==> config.mk <==
export PLATFORM = sky130hd
export DESIGN_NAME = irc_ctrl
export DESIGN_NICKNAME = d
export VERILOG_FILES = /design/src/irc_pkg.sv /design/src/irc_ctrl.sv
export SDC_FILE = /design/constraint.sdc
export NUM_CORES = 1
export LEC_CHECK = 0
export ABC_AREA = 1
export BUFFER_PORTS_ARGS = -buffer_cell sky130_fd_sc_hd__buf_4
export CAP_MARGIN = 10
export CORE_UTILIZATION = 50
export CTS_CLUSTER_DIAMETER = 200
export DETAILED_ROUTE_END_ITERATION = 10
export HOLD_SLACK_MARGIN = 0.1
export PLACE_DENSITY = 0.95
export SLEW_MARGIN = 20
export SYNTH_ARGS = -nofsm -noshare
export SYNTH_HDL_FRONTEND = slang
export SYNTH_SLANG_ARGS = --single-unit
==> constraint.sdc <==
create_clock -name CLK -period 4.1 [get_ports CLK]
set_clock_uncertainty 0.15 [all_clocks]
set_input_delay 0.82 -clock CLK [delete_from_list [all_inputs] [get_ports CLK]]
set_output_delay 0.82 -clock CLK [all_outputs]
set_load 0.05 [all_outputs]
==> src/irc_pkg.sv <==
package irc_pkg;
  // ==========================================================
  // System clock divider
  localparam int SYS_DIV = 4;
  localparam logic [1:0] DIV_LAST = 2'(SYS_DIV - 1);
  // ==========================================================
  // Reset hold before address lines float, in system cycles
  localparam logic [1:0] RESET_HIZ_CYCLES = 2'h3;
  // ==========================================================
  // Register map
  localparam logic [7:0] RAM_CTRL_ADDR = 8'h14;
  localparam logic [7:0] IRQ_STAT_ADDR = 8'h15;
  localparam int STANDBY_IN_N_VALID_POS = 7;
  localparam int RAM_ON_POS = 6;
  localparam logic STANDBY_IN_N_VALID_RST = 1'h0;
  localparam logic RAM_ON_RST = 1'h1;
  // ==========================================================
  // Vector addresses (high byte; low byte is the next address)
  localparam logic [15:0] VEC_RESET = 16'hFFFE;
  localparam logic [15:0] VEC_TRAP = 16'hFFEE;
  localparam logic [15:0] VEC_NMI = 16'hFFFC;
  localparam logic [15:0] VEC_SWI = 16'hFFFA;
  localparam logic [15:0] VEC_EXT = 16'hFFF8;
  localparam logic [15:0] VEC_CAPTURE = 16'hFFF6;
  localparam logic [15:0] VEC_COMPARE = 16'hFFF4;
  localparam logic [15:0] VEC_OVERFLOW = 16'hFFF2;
  localparam logic [15:0] VEC_SERIAL = 16'hFFF0;
  // ==========================================================
  // Peripheral request index
  localparam int PER_CAP = 0;
  localparam int PER_CMP = 1;
  localparam int PER_OVF = 2;
  localparam int PER_SCI = 3;
  localparam int PER_NUM = 4;
  // ==========================================================
  // Controller states
  typedef enum logic [2:0] {
    ST_RUN = 3'h0,
    ST_STACK = 3'h1,
    ST_VECTOR = 3'h2,
    ST_RESET = 3'h3,
    ST_SLEEP = 3'h4
  } irc_state_t;
endpackage

==> src/irc_ctrl.sv <==
// The plain strobed port was left to the implementer.
`timescale 1ns/1ns
`default_nettype none
module irc_ctrl
  import irc_pkg::*;
(
  input wire logic CLK,
  input wire logic RST,
  input wire logic RESET_IN_N,
  input wire logic STANDBY_IN_N,
  input wire logic SUPPLY_LOST,
  input wire logic [2:0] PORT2_LOW,
  input wire logic EXT_MASKABLE_REQ_N,
  input wire logic NMI_REQ_N,
  input wire logic CAPTURE_FLAG,
  input wire logic CAPTURE_IE,
  input wire logic COMPARE_FLAG,
  input wire logic COMPARE_IE,
  input wire logic OVERFLOW_FLAG,
  input wire logic OVERFLOW_IE,
  input wire logic RX_FULL_FLAG,
  input wire logic RX_ERROR_FLAG,
  input wire logic RX_IE,
  input wire logic TX_EMPTY_FLAG,
  input wire logic TX_IE,
  input wire logic COND_CODE_MASK,
  input wire logic INSTR_BOUNDARY,
  input wire logic SOFT_INTERRUPT_INSTR,
  input wire logic UNDEFINED_OPCODE,
  input wire logic FETCH_ADDR_ERROR,
  input wire logic SLEEP_INSTRUCTION,
  input wire logic STACK_DONE,
  input wire logic RAM_RANGE_ACCESS,
  input wire logic [7:0] ADDR,
  input wire logic [7:0] WR_DATA,
  input wire logic WR_STB,
  input wire logic RD_STB,
  output logic [7:0] RD_DATA,
  output logic E_TICK,
  output logic CPU_RESET,
  output logic ADDR_HIZ,
  output logic [2:0] BOOT_MODE,
  output logic STACK_REQ,
  output logic VECTOR_FETCH,
  output logic [15:0] VECTOR_ADDR,
  output logic MASK_SET,
  output logic CPU_HALT,
  output logic WAKE_CONTINUE,
  output logic RAM_EXTERNAL
);

  // ==========================================================
  // State declarations
  logic [1:0] div_reg, div_next;
  logic e_tick;
  logic ext_maskable_req_reg, ext_maskable_req_next;
  logic nmi_s_reg, nmi_s_next;
  logic rst_s_reg, rst_s_next;
  logic standby_in_n_s_reg, standby_in_n_s_next;
  logic [PER_NUM-1:0] per_reg, per_next;
  logic [PER_NUM-1:0] per_raw;
  logic nmi_pend_reg, nmi_pend_next;
  logic swi_pend_reg, swi_pend_next;
  logic trap_pend_reg, trap_pend_next;
  irc_state_t state_reg, state_next;
  logic [1:0] rcnt_reg, rcnt_next;
  logic [15:0] vec_reg, vec_next;
  logic stack_reg, stack_next;
  logic fetch_reg, fetch_next;
  logic mask_reg, mask_next;
  logic wake_reg, wake_next;
  logic reset_out_reg, reset_out_next;
  logic halt_reg, halt_next;
  logic hiz_reg, hiz_next;
  logic [2:0] boot_reg, boot_next;
  logic ram_on_reg, ram_on_next;
  logic standby_in_n_valid_reg, standby_in_n_valid_next;
  logic [7:0] rd_reg, rd_next;
  logic etick_reg;
  logic ramx_reg;
  logic any_req;
  logic pick_ok;
  logic [15:0] pick_vec;
  logic take;

  // ==========================================================
  // Peripheral request gating, one per source
  assign per_raw[PER_CAP] = CAPTURE_FLAG & CAPTURE_IE;
  assign per_raw[PER_CMP] = COMPARE_FLAG & COMPARE_IE;
  assign per_raw[PER_OVF] = OVERFLOW_FLAG & OVERFLOW_IE;
  // Serial sources share one lowest request
  assign per_raw[PER_SCI] = ((RX_FULL_FLAG | RX_ERROR_FLAG) & RX_IE)
                          | (TX_EMPTY_FLAG & TX_IE);

  // System clock enable
  assign e_tick = (div_reg == DIV_LAST);

  // ==========================================================
  // Priority pick over pending sources
  always_comb begin
    pick_ok = 1'b1;
    pick_vec = VEC_TRAP;
    if (trap_pend_reg) begin
      pick_vec = VEC_TRAP;
    end else if (nmi_pend_reg) begin
      pick_vec = VEC_NMI;
    end else if (swi_pend_reg) begin
      pick_vec = VEC_SWI;
    end else if (COND_CODE_MASK) begin
      pick_ok = 1'b0;
    end else if (ext_maskable_req_reg) begin
      pick_vec = VEC_EXT;
    end else if (per_reg[PER_CAP]) begin
      pick_vec = VEC_CAPTURE;
    end else if (per_reg[PER_CMP]) begin
      pick_vec = VEC_COMPARE;
    end else if (per_reg[PER_OVF]) begin
      pick_vec = VEC_OVERFLOW;
    end else if (per_reg[PER_SCI]) begin
      pick_vec = VEC_SERIAL;
    end else begin
      pick_ok = 1'b0;
    end
  end

  // Any request, masked or not, for leaving sleep
  assign any_req = trap_pend_reg | nmi_pend_reg | swi_pend_reg
                 | ext_maskable_req_reg | (|per_reg);

  // ==========================================================
  // Input sampling and pending flags
  always_comb begin
    div_next = e_tick ? 2'h0 : div_reg + 2'h1;
    ext_maskable_req_next = ext_maskable_req_reg;
    nmi_s_next = nmi_s_reg;
    rst_s_next = rst_s_reg;
    standby_in_n_s_next = standby_in_n_s_reg;
    per_next = per_reg;
    nmi_pend_next = nmi_pend_reg;
    swi_pend_next = swi_pend_reg;
    trap_pend_next = trap_pend_reg;
    // Trap, NMI and software interrupt flags taken into service are cleared first
    if (take && (pick_vec == VEC_NMI)) begin
      nmi_pend_next = 1'b0;
    end
    if (take && (pick_vec == VEC_SWI)) begin
      swi_pend_next = 1'b0;
    end
    if (take && (pick_vec == VEC_TRAP)) begin
      trap_pend_next = 1'b0;
    end
    if (e_tick) begin
      ext_maskable_req_next = ~EXT_MASKABLE_REQ_N;
      nmi_s_next = NMI_REQ_N;
      rst_s_next = RESET_IN_N;
      standby_in_n_s_next = STANDBY_IN_N;
      per_next = per_raw;
      // New events win over a clear in the same cycle
      if (nmi_s_reg && !NMI_REQ_N) begin
        nmi_pend_next = 1'b1;
      end
    end
    if (SOFT_INTERRUPT_INSTR) begin
      swi_pend_next = 1'b1;
    end
    if (UNDEFINED_OPCODE || FETCH_ADDR_ERROR) begin
      trap_pend_next = 1'b1;
    end
    // Reset drops the trap, NMI and software interrupt pending flags
    if (state_reg == ST_RESET) begin
      nmi_pend_next = 1'b0;
      swi_pend_next = 1'b0;
      trap_pend_next = 1'b0;
    end
  end

  always_ff @(posedge CLK) begin
    if (RST) begin
      div_reg <= 2'h0;
      ext_maskable_req_reg <= 1'b0;
      nmi_s_reg <= 1'b1;
      rst_s_reg <= 1'b0;
      standby_in_n_s_reg <= 1'b1;
      per_reg <= '0;
      nmi_pend_reg <= 1'b0;
      swi_pend_reg <= 1'b0;
      trap_pend_reg <= 1'b0;
    end else begin
      div_reg <= div_next;
      ext_maskable_req_reg <= ext_maskable_req_next;
      nmi_s_reg <= nmi_s_next;
      rst_s_reg <= rst_s_next;
      standby_in_n_s_reg <= standby_in_n_s_next;
      per_reg <= per_next;
      nmi_pend_reg <= nmi_pend_next;
      swi_pend_reg <= swi_pend_next;
      trap_pend_reg <= trap_pend_next;
    end
  end

  // ==========================================================
  // Sequencer: reset, acceptance, stacking, vector, sleep
  always_comb begin
    state_next = state_reg;
    rcnt_next = rcnt_reg;
    vec_next = vec_reg;
    stack_next = 1'b0;
    fetch_next = 1'b0;
    mask_next = 1'b0;
    wake_next = 1'b0;
    hiz_next = hiz_reg;
    boot_next = boot_reg;
    take = 1'b0;
    case (state_reg)
      ST_RUN: begin
        if (INSTR_BOUNDARY && pick_ok) begin
          take = 1'b1;
          vec_next = pick_vec;
          stack_next = 1'b1;
          state_next = ST_STACK;
        end else if (SLEEP_INSTRUCTION) begin
          state_next = ST_SLEEP;
        end
      end
      ST_SLEEP: begin
        if (any_req && pick_ok) begin
          take = 1'b1;
          vec_next = pick_vec;
          stack_next = 1'b1;
          state_next = ST_STACK;
        end else if (any_req) begin
          wake_next = 1'b1;
          state_next = ST_RUN;
        end
      end
      ST_STACK: begin
        if (STACK_DONE) begin
          fetch_next = 1'b1;
          mask_next = 1'b1;
          state_next = ST_VECTOR;
        end
      end
      ST_VECTOR: begin
        state_next = ST_RUN;
      end
      ST_RESET: begin
        if (e_tick && rst_s_reg && standby_in_n_s_reg) begin
          boot_next = PORT2_LOW;
          vec_next = VEC_RESET;
          fetch_next = 1'b1;
          mask_next = 1'b1;
          hiz_next = 1'b0;
          rcnt_next = 2'h0;
          state_next = ST_VECTOR;
        end else if (e_tick && (rcnt_reg != RESET_HIZ_CYCLES)) begin
          rcnt_next = rcnt_reg + 2'h1;
          hiz_next = (rcnt_reg + 2'h1) == RESET_HIZ_CYCLES;
        end
      end
      default: begin
        state_next = ST_RESET;
      end
    endcase
    // Reset pin or standby pin low overrides any state
    if (e_tick && (!rst_s_reg || !standby_in_n_s_reg) && state_reg != ST_RESET) begin
      state_next = ST_RESET;
      rcnt_next = 2'h1;
      hiz_next = 1'b0;
      stack_next = 1'b0;
      fetch_next = 1'b0;
      mask_next = 1'b0;
      wake_next = 1'b0;
    end
    // Status outputs follow the state being entered
    reset_out_next = (state_next == ST_RESET);
    halt_next = (state_next == ST_SLEEP);
  end

  always_ff @(posedge CLK) begin
    if (RST) begin
      state_reg <= ST_RESET;
      rcnt_reg <= 2'h0;
      vec_reg <= VEC_RESET;
      stack_reg <= 1'b0;
      fetch_reg <= 1'b0;
      mask_reg <= 1'b0;
      wake_reg <= 1'b0;
      hiz_reg <= 1'b0;
      boot_reg <= 3'h0;
      reset_out_reg <= 1'b1;
      halt_reg <= 1'b0;
    end else begin
      state_reg <= state_next;
      rcnt_reg <= rcnt_next;
      vec_reg <= vec_next;
      stack_reg <= stack_next;
      fetch_reg <= fetch_next;
      mask_reg <= mask_next;
      wake_reg <= wake_next;
      hiz_reg <= hiz_next;
      boot_reg <= boot_next;
      reset_out_reg <= reset_out_next;
      halt_reg <= halt_next;
    end
  end

  // ==========================================================
  // RAM control register and read port
  always_comb begin
    ram_on_next = ram_on_reg;
    standby_in_n_valid_next = standby_in_n_valid_reg;
    rd_next = 8'h00;
    if (WR_STB && ADDR == RAM_CTRL_ADDR) begin
      ram_on_next = WR_DATA[RAM_ON_POS];
      standby_in_n_valid_next = WR_DATA[STANDBY_IN_N_VALID_POS];
    end
    // Supply loss beats a software write
    if (SUPPLY_LOST) begin
      standby_in_n_valid_next = 1'b0;
    end
    // Enable is forced on as reset releases
    if (state_reg == ST_RESET && state_next == ST_VECTOR) begin
      ram_on_next = 1'b1;
    end
    if (RD_STB && ADDR == RAM_CTRL_ADDR) begin
      rd_next[STANDBY_IN_N_VALID_POS] = standby_in_n_valid_reg;
      rd_next[RAM_ON_POS] = ram_on_reg;
    end else if (RD_STB && ADDR == IRQ_STAT_ADDR) begin
      rd_next = {state_reg, trap_pend_reg, nmi_pend_reg,
                 swi_pend_reg, ext_maskable_req_reg, |per_reg};
    end
  end

  always_ff @(posedge CLK) begin
    if (RST) begin
      ram_on_reg <= RAM_ON_RST;
      standby_in_n_valid_reg <= STANDBY_IN_N_VALID_RST;
      rd_reg <= 8'h00;
      etick_reg <= 1'b0;
      ramx_reg <= 1'b0;
    end else begin
      ram_on_reg <= ram_on_next;
      standby_in_n_valid_reg <= standby_in_n_valid_next;
      rd_reg <= rd_next;
      etick_reg <= e_tick;
      ramx_reg <= RAM_RANGE_ACCESS & ~ram_on_next;
    end
  end

  // ==========================================================
  // Outputs, all from flip-flops
  assign RD_DATA = rd_reg;
  assign E_TICK = etick_reg;
  assign CPU_RESET = reset_out_reg;
  assign ADDR_HIZ = hiz_reg;
  assign BOOT_MODE = boot_reg;
  assign STACK_REQ = stack_reg;
  assign VECTOR_FETCH = fetch_reg;
  assign VECTOR_ADDR = vec_reg;
  assign MASK_SET = mask_reg;
  assign CPU_HALT = halt_reg;
  assign WAKE_CONTINUE = wake_reg;
  assign RAM_EXTERNAL = ramx_reg;

endmodule
`default_nettype wire

# Word level (Yosys, flattened, before mapping)
# Index checks and enable logic that the tools add are counted.
# totals
register_bits	55
input_bits	47
out_inout_bits	36
wordCells	155
# classes
n_addsub	2
n_eq_ne	19
muxes	54
bitwise_logic	16
reduce_logical	38
# ops
operator	count
$eq A16 B16 Y1 const B	3
$mux W16	3
$pmux W16 S3	1
$mux W5	9
$mux W1	27
$mux W3	7
$eq A8 B5 Y1 const B	2
$logic_and A1 B1 Y1	15
$pmux W3 S5	1
$eq A3 B2 Y1 const B	4
$mux W8	1
$ne A2 B2 Y1 const B	4
$reduce_bool A2 Y1	4
$reduce_or A2 Y1	4
$reduce_or A4 Y1	2
$and A1 B1 Y1	6
$eq A3 B3 Y1 const B	2
$mux W2	3
$or A1 B1 Y1	6
$reduce_and A2 Y1	3
$reduce_bool A3 Y1	2
$add A2 B1 Y2 const B	2
$eq A2 B2 Y1 const B	2
$not A1 Y1	4
8 further kinds	12

# Depth between registers and ports, before layout
# Gate-level depths: netlist (run 1).
# depth
word_depth	18
depth_mapped	10
depth_no_buf	10

# Worst setup path before layout (run 1)
# Ideal clock, no wire load.
# synth_timing
path_kind	register -> output
start	register MASK_SET (netlist name)
end	output port VECTOR_FETCH
arrival_ns	0.894
t_required_ns	3.130
slack_ns	2.236
path_stages_with_launch	2
path_buffers	1
cell_sequence	dfxtp_1 buf_4
# synth_rtl
element	line_no	source
end, declared	irc_ctrl.sv:44	output logic VECTOR_FETCH,

==> impl_metrics.csv, run 1 <==
group,metric,value,unit
pwr,switchingPower,0.303,mW
pwr,seq_power_share,0.484,
placed_design,placed_cells_incl_taps,354,
sta,finalWorstPathRequiredPeriod,1.82,ns
detailed_routing,vias_per_cell,4.88,
detailed_routing,drt_iter0_markers,90,
sta,final_min_period_over_clock_period,0.443,
clock_tree,postCtsResizedCells,0,
die,initial_utilization,0.521,
logic_synthesis,asyncSetResetFlopFracSynth,0,
layout,area_growth_syn_to_layout,28.9,%
die,dieHeight,63.8,µm
logic_synthesis,netlist_top_cells_count,"dfxtp_1, nor2_1, inv_1",
clock_tree,clock-sinks,43,
placed_design,globalplace.congestion,0.812,
sta,hold_viol,0,
layout,post_route_cells_drive_above_1_share,0.290,
detailed_routing,detail_route.drc_violations,0,
critical_path,ff2ff_setup_slack,2.51,ns
die,die_w,63.8,µm
critical_path,worstPathMaxFanout,11,
layout,num-fill-cells,329,
logic_synthesis,synth_top_area_share,0.451,
critical_path,cp.arrival,1.87,ns
pwr,power.internal,0.636,mW
logic_synthesis,yosysSeqAreaShare,0.451,
global_route,grt_max_degree,13,
clock_tree,cts_tree,"built",
detailed_routing,dr.pass1.iters,4,
logic_synthesis,yosys_most_used_dff,"dfxtp_1",
global_route,globalRouteTotalUtil,0.219,
logic_synthesis,synth_most_common_cell,"dfxtp_1",
die,core,3660,µm²
detailed_routing,drt.antenna.violating_nets,0,
detailed_routing,drt-wirelength-per-cell,11.6,µm
pwr,switching_share,0.323,
critical_path,worstRegToRegCells,6,
clock_tree,max-clock-path-buffers,2,
global_route,grt_pass1_vias,1639,
global_route,grt_remaining_overflow,0,
logic_synthesis,post_synth_num_cell_types,34,
sta,final.setup.tns,0,ns
critical_path,timing.critical_path.slowest_cell_delay,0.27,ns
global_route,antenna_violations_before_repair,0,
logic_synthesis,yosys_warnings,0,
logic_synthesis,post_synth.cell_area_avg,7.73,µm²
critical_path,required,4.15,ns
critical_path,critical_path.endpoint,"CPU_RESET",
critical_path,crit_path_end_kind,"register",
layout,seq_area,861,µm²
pwr,leakagePower,1.17,nW
pwr,worst_ir_drop_vdd,0.264,mV
placed_design,io_buffers,64,
logic_synthesis,synth_top_area_cell,"dfxtp_1",
clock_tree,insertion_delay_to_the_later_sink_of_the_worst_skew_pair,0.29,ns
sta,finalSetupViolations,0,
placed_design,post_dp_hpwl,3380,µm
layout,instances_no_fill,362,
logic_synthesis,netlist_top_cells_area,"dfxtp_1, nor2_1, inv_1, nand2_1, buf_4",
run,cap_violations,0,
die,rows,22,
die,pin_count,83,
sta,maxSlewViolCount,0,
pwr,power_frac_clock,0.271,
die,die_area,4070,µm²
logic_synthesis,synth-seq-cells,43,
global_route,grt_first_pass_wirelength,6880,µm
run_status,run_status,"completed",
critical_path,cpMaxStageDelayCell,"inv_1",
worst_hold_path,hold_path_startpoint,"div_reg[0]",
layout,antennaDiodeCount,0,
clock_tree,cts_htree_levels,2,
critical_path,crit_path_start_kind,"input pin",
clock_tree,clk_transition_reported_paths,0.08,ns
pwr,p_comb_frac,0.245,
logic_synthesis,postSynthCellCount,247,
clock_tree,cts_inserted_buffers,5,
clock_tree,number_of_setup_buffers_added_after_cts,0,
detailed_routing,dr_total_vias,1768,
critical_path,timing.critical_path.cells,"buf_4 -> inv_1 -> nand2_1 -> a21oi_1 -> nand3_1 -> nand2_1 -> inv_1",
logic_synthesis,syn_area,1910,µm²
worst_hold_path,hold_class,"reg2reg",
logic_synthesis,count_of_flip_flops_with_a_built_in_enable_after_synthesis,0,
critical_path,reg2reg_from,"div_reg[0]",
sta,rsz0062_at_grt,"false",
clock_tree,clock_tree.root_cell,"clkbuf_8",
critical_path,timing_worst_setup_path_type,"in2reg",
pwr,power_density,382,nW/µm²
detailed_routing,routed_wl,4200,µm
critical_path,crit_path_start,"RST",
sta,max_freq,0.550,GHz
critical_path,worstReg2RegEnd,"BOOT_MODE[0]",
layout,multi_input_area,835,µm²
layout,final_net_count,363,
layout,number_of_flip_flops_under_the_largest_register_name,8,
clock_tree,ctsHoldBuffers,0,
[cell type report]
type,instances,area share
clock inverter,1,0.00203
multi-input combinational,162,0.339
inverter,37,0.0580
tap,48,0.0244
clock buffer,7,0.0310
sequential,43,0.350
timing repair buffer,64,0.195
[worst min-delay path by stage]
stage,endpoint,slack (ns),cells past startpoint
5_1_grt,div_reg[0],0.30,1
3_5_place_dp,div_reg[0],0.26,1
2_1_floorplan,div_reg[0],0.25,1
6_report,div_reg[0],0.27,1
3_3_place_gp,div_reg[0],0.26,1
4_1_cts,div_reg[0],0.28,1
[power groups by stage]
stage	sequential (mW)	clock [mW]	combinational (mW)
global placement	0.462	0	0.224
global route	0.456	0.282	0.250
finish	0.454	0.254	0.230
detailed placement	0.463	0	0.229
CTS	0.454	0.259	0.231
floorplan	0.503	0	0.126
[placed cells by master, fill, tap and decap left out, drive strengths merged]
cell type	synthesis	routed
a211oi	2	2
a21oi	18	18
a22o	1	1
a22oi	2	2
buf	15	64
clkbuf	0	7
clkinv	2	3
conb	2	12
dfxtp	43	43
ha	3	3
inv	35	35
nand2	32	32
nand3	21	21
nand4	3	3
nor2	39	39
nor3	6	6
nor4	3	3
o211ai	1	1
o21a	1	1
o21ai	16	16
o22a	1	1
o22ai	1	1
[worst max-delay path, delay by kind of cell]
kind	cells	cell delay [ns]
AOI/OAI and AO/OA	1	0.17
buffers and inverters	3	0.46
and+or+nand+nor	3	0.42
[cells by family after synthesis]
family | synth area share
simple gates | 0.267
buf+inv | 0.131
compound gates | 0.127
flops | 0.451
fa+ha+maj | 0.0197
other cells | 0.00394
[per-stage QoR]
stage	util	setup WS, ns	cell area [µm²]	power [mW]	hold WS, ns
CTS	0.672	2.27	2460	0.944	0.275
global placement	0.650	2.06	2380	0.686	0.257
detailed placement	0.650	2.01	2380	0.693	0.264
floorplan	-	2.24	1950	0.629	0.249
finish	0.672	2.28	2460	0.939	0.272
global route	0.672	2.17	2460	0.988	0.299
[layer usage]
layer,GRT usage,up-vias,part of all wire
met3,0.0482,4,0.059
li1,-,911,-
met2,0.400,63,0.53
met1,0.246,790,0.40
met4,0.0824,0,0.0090
met5,0,-,0
Note: power is estimated with default switching activity, not from simulation.
==> run 2: changes to the inputs <==
--- a/config.mk
+++ b/config.mk
@@ -8,11 +8,11 @@
 export ABC_AREA = 1
 export BUFFER_PORTS_ARGS = -buffer_cell sky130_fd_sc_hd__buf_4
 export CAP_MARGIN = 10
-export CORE_UTILIZATION = 50
+export CORE_UTILIZATION = 47
 export CTS_CLUSTER_DIAMETER = 200
 export DETAILED_ROUTE_END_ITERATION = 10
 export HOLD_SLACK_MARGIN = 0.1
-export PLACE_DENSITY = 0.95
+export PLACE_DENSITY = 0.91
 export SLEW_MARGIN = 20
 export SYNTH_ARGS = -nofsm -noshare
 export SYNTH_HDL_FRONTEND = slang
==> constraint.sdc (replaced) <==
create_clock -name CLK -period 1.8 [get_ports CLK]
set_clock_uncertainty 0.15 [all_clocks]
set_input_delay 0.36 -clock CLK [delete_from_list [all_inputs] [get_ports CLK]]
set_output_delay 0.36 -clock CLK [all_outputs]
set_load 0.05 [all_outputs]
==> impl_metrics.csv, run 2 (synthesis gave the netlist of run 1 again) <==
group,metric,value,unit
run_status,run_status,"completed",
sta,final.setup.tns,0,ns
critical_path,required,1.83,ns
layout,layout.cells.most_common,"buf_4",
critical_path,timing.critical_path.cells,"ha_1 -> nand3_1 -> nor2_1 -> inv_1 -> nor2_1 -> nor2_1",
global_route,grt_first_pass_wirelength,6810,µm
pwr,leakagePower,1.19,nW
layout,final_net_count,365,
critical_path,timing_worst_setup_path_type,"reg2reg",
sta,finalSetupViolations,0,
layout,postLayoutCoreUtil,0.662,
sta,maxSlewViolCount,0,
clock_tree,number_of_setup_buffers_added_after_cts,0,
placed_design,globalplace.congestion,0.896,
placed_design,post_dp_hpwl,3320,µm
critical_path,timing.critical_path.mode_cell,"nor2_1",
layout,number_of_flip_flops_under_the_largest_register_name,8,
pwr,worst_ir_drop_vdd,0.657,mV
global_route,grt_pass1_vias,1620,
sta,final_min_period_over_clock_period,0.880,
detailed_routing,vias_per_cell,4.90,
global_route,globalRouteTotalUtil,0.208,
run,cap_violations,0,
critical_path,worstRegToRegCells,6,
worst_hold_path,hold_path_depth,2,
clock_tree,clk_transition_reported_paths,0.07,ns
sta,max_freq,0.631,GHz
detailed_routing,dr.pass1.iters,4,
clock_tree,ctsHoldBuffers,0,
critical_path,timing.critical_path.slowest_cell_delay,0.34,ns
die,die_area,4320,µm²
die,initial_utilization,0.506,
pwr,report.power.total,2.26,mW
sta,hold_viol,0,
clock_tree,clock_tree.root_cell,"clkbuf_8",
critical_path,crit_path_start_kind,"register",
die,rows,22,
layout,postLayoutCellArea,2500,µm²
worst_hold_path,hold_class,"in2reg",
layout,area_growth_syn_to_layout,30.8,%
sta,finalWorstPathRequiredPeriod,1.58,ns
global_route,grt_max_degree,13,
clock_tree,cts_tree,"built",
layout,antennaDiodeCount,0,
detailed_routing,drt.antenna.violating_nets,0,
placed_design,io_buffers,64,
die,core,3770,µm²
critical_path,cp.arrival,1.61,ns
clock_tree,insertion_delay_to_the_later_sink_of_the_worst_skew_pair,0.29,ns
sta,rsz0062_at_grt,"false",
detailed_routing,drt-wirelength-per-cell,11.2,µm
detailed_routing,routed_wl,4050,µm
clock_tree,max-clock-path-buffers,2,
clock_tree,clock-sinks,43,
critical_path,worstPathMaxFanout,5,
clock_tree,cts_htree_levels,2,
critical_path,cpMaxStageDelayCell,"dfxtp_1",
die,die_w,65.7,µm
layout,post_route_cells_drive_above_1_share,0.295,
placed_design,placedInstanceArea,2390,µm²
detailed_routing,dr_total_vias,1778,
clock_tree,cts_inserted_buffers,5,
layout,num-fill-cells,332,
global_route,grt_remaining_overflow,0,
global_route,antenna_violations_before_repair,0,
layout,mostFrequentLayoutCells,"buf_4, dfxtp_1, nor2_1",
pwr,power_density,903,nW/µm²
critical_path,crit_path_end_kind,"register",
detailed_routing,detail_route.drc_violations,0,
detailed_routing,drt_iter0_markers,127,
die,dieHeight,65.7,µm
die,pin_count,83,
clock_tree,postCtsResizedCells,0,
==> run 2: cell types whose count changed in the layout (fill, tap and decap cells not counted), sizes merged <==
cell / delta
clkinv: -1
bufinv: +1
buf: +2
clkbuf: -1
==> run 2: critical path: cells and delay by family, from the launching register on <==
| kind | cells | cell delay, ns |
|---|---|---|
| and+or+nand+nor | 4 | 0.61 |
| DFF | 1 | 0.34 |
| adders and majority gates | 1 | 0.23 |
| buffers and inverters | 1 | 0.15 |
==> run 2: final timing paths <==
kind,start,end,slack [ns]
worst max register to register,div_reg[0],BOOT_MODE[0],0.22
worst max-delay path,div_reg[0],BOOT_MODE[0],0.22
worst min register to register,div_reg[0],div_reg[0],0.28
worst min-delay path,EXT_MASKABLE_REQ_N,ext_maskable_req_reg,0.11
==> run 2: layer usage <==
metal  wire (µm)  global-route usage  up-vias
li1            -                   -      917
met1        1590               0.239      794
met2        2110               0.376       63
met3         298              0.0451        4
met4          42              0.0652        0
met5           0                   0        -
==> run 2: area by class of cell <==
| class | instances | area (µm²) | share of cell area |
|---|---|---|---|
| flip-flops and latches | 43 | 861 | 0.345 |
| multi-input cells | 162 | 835 | 0.334 |
| repair buffers | 66 | 495 | 0.198 |
| inverters | 37 | 143 | 0.0571 |
| clock buffers | 6 | 72.6 | 0.0291 |
| well taps | 48 | 60.1 | 0.0241 |
| clock inverters | 1 | 30.0 | 0.0120 |
==> run 2: through the flow <==
stage                     setup WS, ns  hold slack [ns]  std cells
after floorplan                  0.396            0.249        257
after global placement           0.260            0.257        356
after detailed placement         0.218            0.279        356
after CTS                        0.220            0.103        363
after global routing            0.0889            0.110        363
final                            0.216            0.106        363
==> run 2: power breakdown <==
group	leakage, nW	switching (mW)	internal [mW]
Sequential	0.348	0.0310	1.00
Combinational	0.794	0.346	0.176
Clock	0.0513	0.293	0.406
==> run 3: changes to the inputs <==
--- a/config.mk
+++ b/config.mk
@@ -8,11 +8,11 @@
 export ABC_AREA = 1
 export BUFFER_PORTS_ARGS = -buffer_cell sky130_fd_sc_hd__buf_4
 export CAP_MARGIN = 10
-export CORE_UTILIZATION = 47
+export CORE_UTILIZATION = 50
 export CTS_CLUSTER_DIAMETER = 200
 export DETAILED_ROUTE_END_ITERATION = 10
 export HOLD_SLACK_MARGIN = 0.1
-export PLACE_DENSITY = 0.91
+export PLACE_DENSITY = 0.95
 export SLEW_MARGIN = 20
 export SYNTH_ARGS = -nofsm -noshare
 export SYNTH_HDL_FRONTEND = slang
==> constraint.sdc (replaced) <==
create_clock -name CLK -period 1.85 [get_ports CLK]
set_clock_uncertainty 0.15 [all_clocks]
set_input_delay 0.37 -clock CLK [delete_from_list [all_inputs] [get_ports CLK]]
set_output_delay 0.37 -clock CLK [all_outputs]
set_load 0.05 [all_outputs]
==> impl_metrics.csv, run 3 (synthesis gave the netlist of run 1 again) <==
group,metric,value,unit
clock_tree,postCtsResizedCells,0,
critical_path,ff2ff_setup_slack,0.24,ns
die,core,3660,µm²
detailed_routing,vias_per_cell,4.91,
detailed_routing,drt_iter0_markers,63,
pwr,power_frac_clock,0.273,
clock_tree,cts_inserted_buffers,5,
layout,area_growth_syn_to_layout,30.2,%
global_route,grt_first_pass_wirelength,6960,µm
layout,number_of_flip_flops_under_the_largest_register_name,8,
layout,mostFrequentLayoutCells,"buf_4, dfxtp_1, nor2_1",
clock_tree,max-clock-path-buffers,2,
layout,layout.cells.most_common,"buf_4",
placed_design,globalplace.congestion,0.829,
pwr,worst_ir_drop_vdd,0.635,mV
clock_tree,cts_htree_levels,2,
die,die_w,63.8,µm
pwr,switchingPower,0.672,mW
critical_path,reg2reg_from,"div_reg[0]",
critical_path,crit_path_end_kind,"register",
critical_path,crit_path_start_kind,"register",
sta,final.setup.tns,0,ns
clock_tree,cts_tree,"built",
worst_hold_path,hold_end,"swi_pend_reg",
sta,finalWorstPathRequiredPeriod,1.61,ns
critical_path,worstReg2RegEnd,"BOOT_MODE[2]",
placed_design,io_buffers,64,
critical_path,worstPathMaxFanout,5,
worst_hold_path,hold_path_depth,3,
pwr,report.power.total,2.08,mW
clock_tree,insertion_delay_to_the_later_sink_of_the_worst_skew_pair,0.30,ns
placed_design,post_dp_hpwl,3400,µm
sta,hold_viol,0,
layout,antennaDiodeCount,0,
layout,instances_no_fill,365,
worst_hold_path,hold_class,"in2reg",
critical_path,worstRegToRegCells,6,
die,dieHeight,63.8,µm
die,initial_utilization,0.521,
pwr,leakagePower,1.19,nW
global_route,globalRouteTotalUtil,0.222,
sta,rsz0062_at_grt,"false",
layout,post_route_cells_drive_above_1_share,0.293,
clock_tree,clock_tree.root_cell,"clkbuf_8",
global_route,grt_max_degree,13,
die,die_area,4070,µm²
detailed_routing,drt-wirelength-per-cell,11.4,µm
sta,finalSetupViolations,0,
global_route,grt_pass1_vias,1677,
die,pin_count,83,
worst_hold_path,hold_path_startpoint,"SOFT_INTERRUPT_INSTR",
sta,max_freq,0.619,GHz
detailed_routing,drt.antenna.violating_nets,0,
critical_path,timing_worst_setup_path_type,"reg2reg",
global_route,grt_remaining_overflow,0,
critical_path,required,1.89,ns
run,cap_violations,0,
detailed_routing,detail_route.drc_violations,0,
layout,postLayoutCoreUtil,0.679,
sta,maxSlewViolCount,0,
detailed_routing,routed_wl,4150,µm
layout,final_net_count,366,
detailed_routing,dr_total_vias,1791,
pwr,power.internal,1.41,mW
run_status,run_status,"completed",
detailed_routing,dr.pass1.iters,4,
die,rows,22,
sta,final_min_period_over_clock_period,0.873,
pwr,switching_share,0.322,
clock_tree,clk_transition_reported_paths,0.08,ns
pwr,seq_power_share,0.482,
pwr,p_comb_frac,0.245,
critical_path,cp.arrival,1.66,ns
clock_tree,clock-sinks,43,
clock_tree,number_of_setup_buffers_added_after_cts,0,
pwr,power_density,839,nW/µm²
global_route,antenna_violations_before_repair,0,
placed_design,placed_cells_incl_taps,356,
run 3: metrics by stage:
stage / setup WS, ns / cell area [µm²] / hold slack (ns)
after floorplan: 0.436 / 1950 / 0.249
after global placement: 0.305 / 2390 / 0.257
after detailed placement: 0.250 / 2390 / 0.263
after CTS: 0.243 / 2480 / 0.125
after global routing: 0.122 / 2480 / 0.122
final: 0.235 / 2480 / 0.130
run 3: critical path, cell delays in order (launching register included):
cell,delay (ns)
dfxtp_1,0.33
ha_1,0.24
nand3_1,0.13
nor2_1,0.32
inv_1,0.14
nor2_1,0.14
nor2_1,0.06
run 3: worst max-delay path by stage:
| stage | startpoint | to | cells past startpoint |
|---|---|---|---|
| finish | div_reg[0] | BOOT_MODE[2] | 6 |
| global route | div_reg[0] | BOOT_MODE[0] | 6 |
| CTS | div_reg[0] | BOOT_MODE[2] | 6 |
| detailed placement | div_reg[0] | BOOT_MODE[2] | 6 |
| global placement | ADDR[1] | RD_DATA[7] | 6 |
| floorplan | MASK_SET | VECTOR_FETCH | 1 |
run 3: power by group through the flow:
stage                     clock [mW]  combinational [mW]  sequential [mW]
after floorplan                    0               0.278             1.11
after global placement             0               0.499             1.02
after detailed placement           0               0.509             1.03
after CTS                      0.579               0.511             1.01
after global routing           0.629               0.554             1.01
final                          0.568               0.511             1.01
run 3: layout make-up:
cell class / instances / area [µm²]
Fill cell: 308 / 1180
Tap cell: 48 / 60.1
Inverter: 37 / 143
Multi-Input combinational cell: 162 / 835
Sequential cell: 43 / 861
Timing Repair Buffer: 67 / 505
Clock buffer: 7 / 76.3
Clock inverter: 1 / 5.00
run 3: routing by layer:
layer	vias up	GRT usage	part of all wire
met5	-	0	0
met4	0	0.0795	0.012
met3	7	0.0607	0.061
met2	57	0.390	0.51
met1	814	0.257	0.42
li1	913	-	-
run 3: what timing repair did:
action                                  4_1_cts  5_1_grt
endpoints found under the setup margin        0        0
hold buffers                                  1        0
endpoints found under the hold margin         1        0
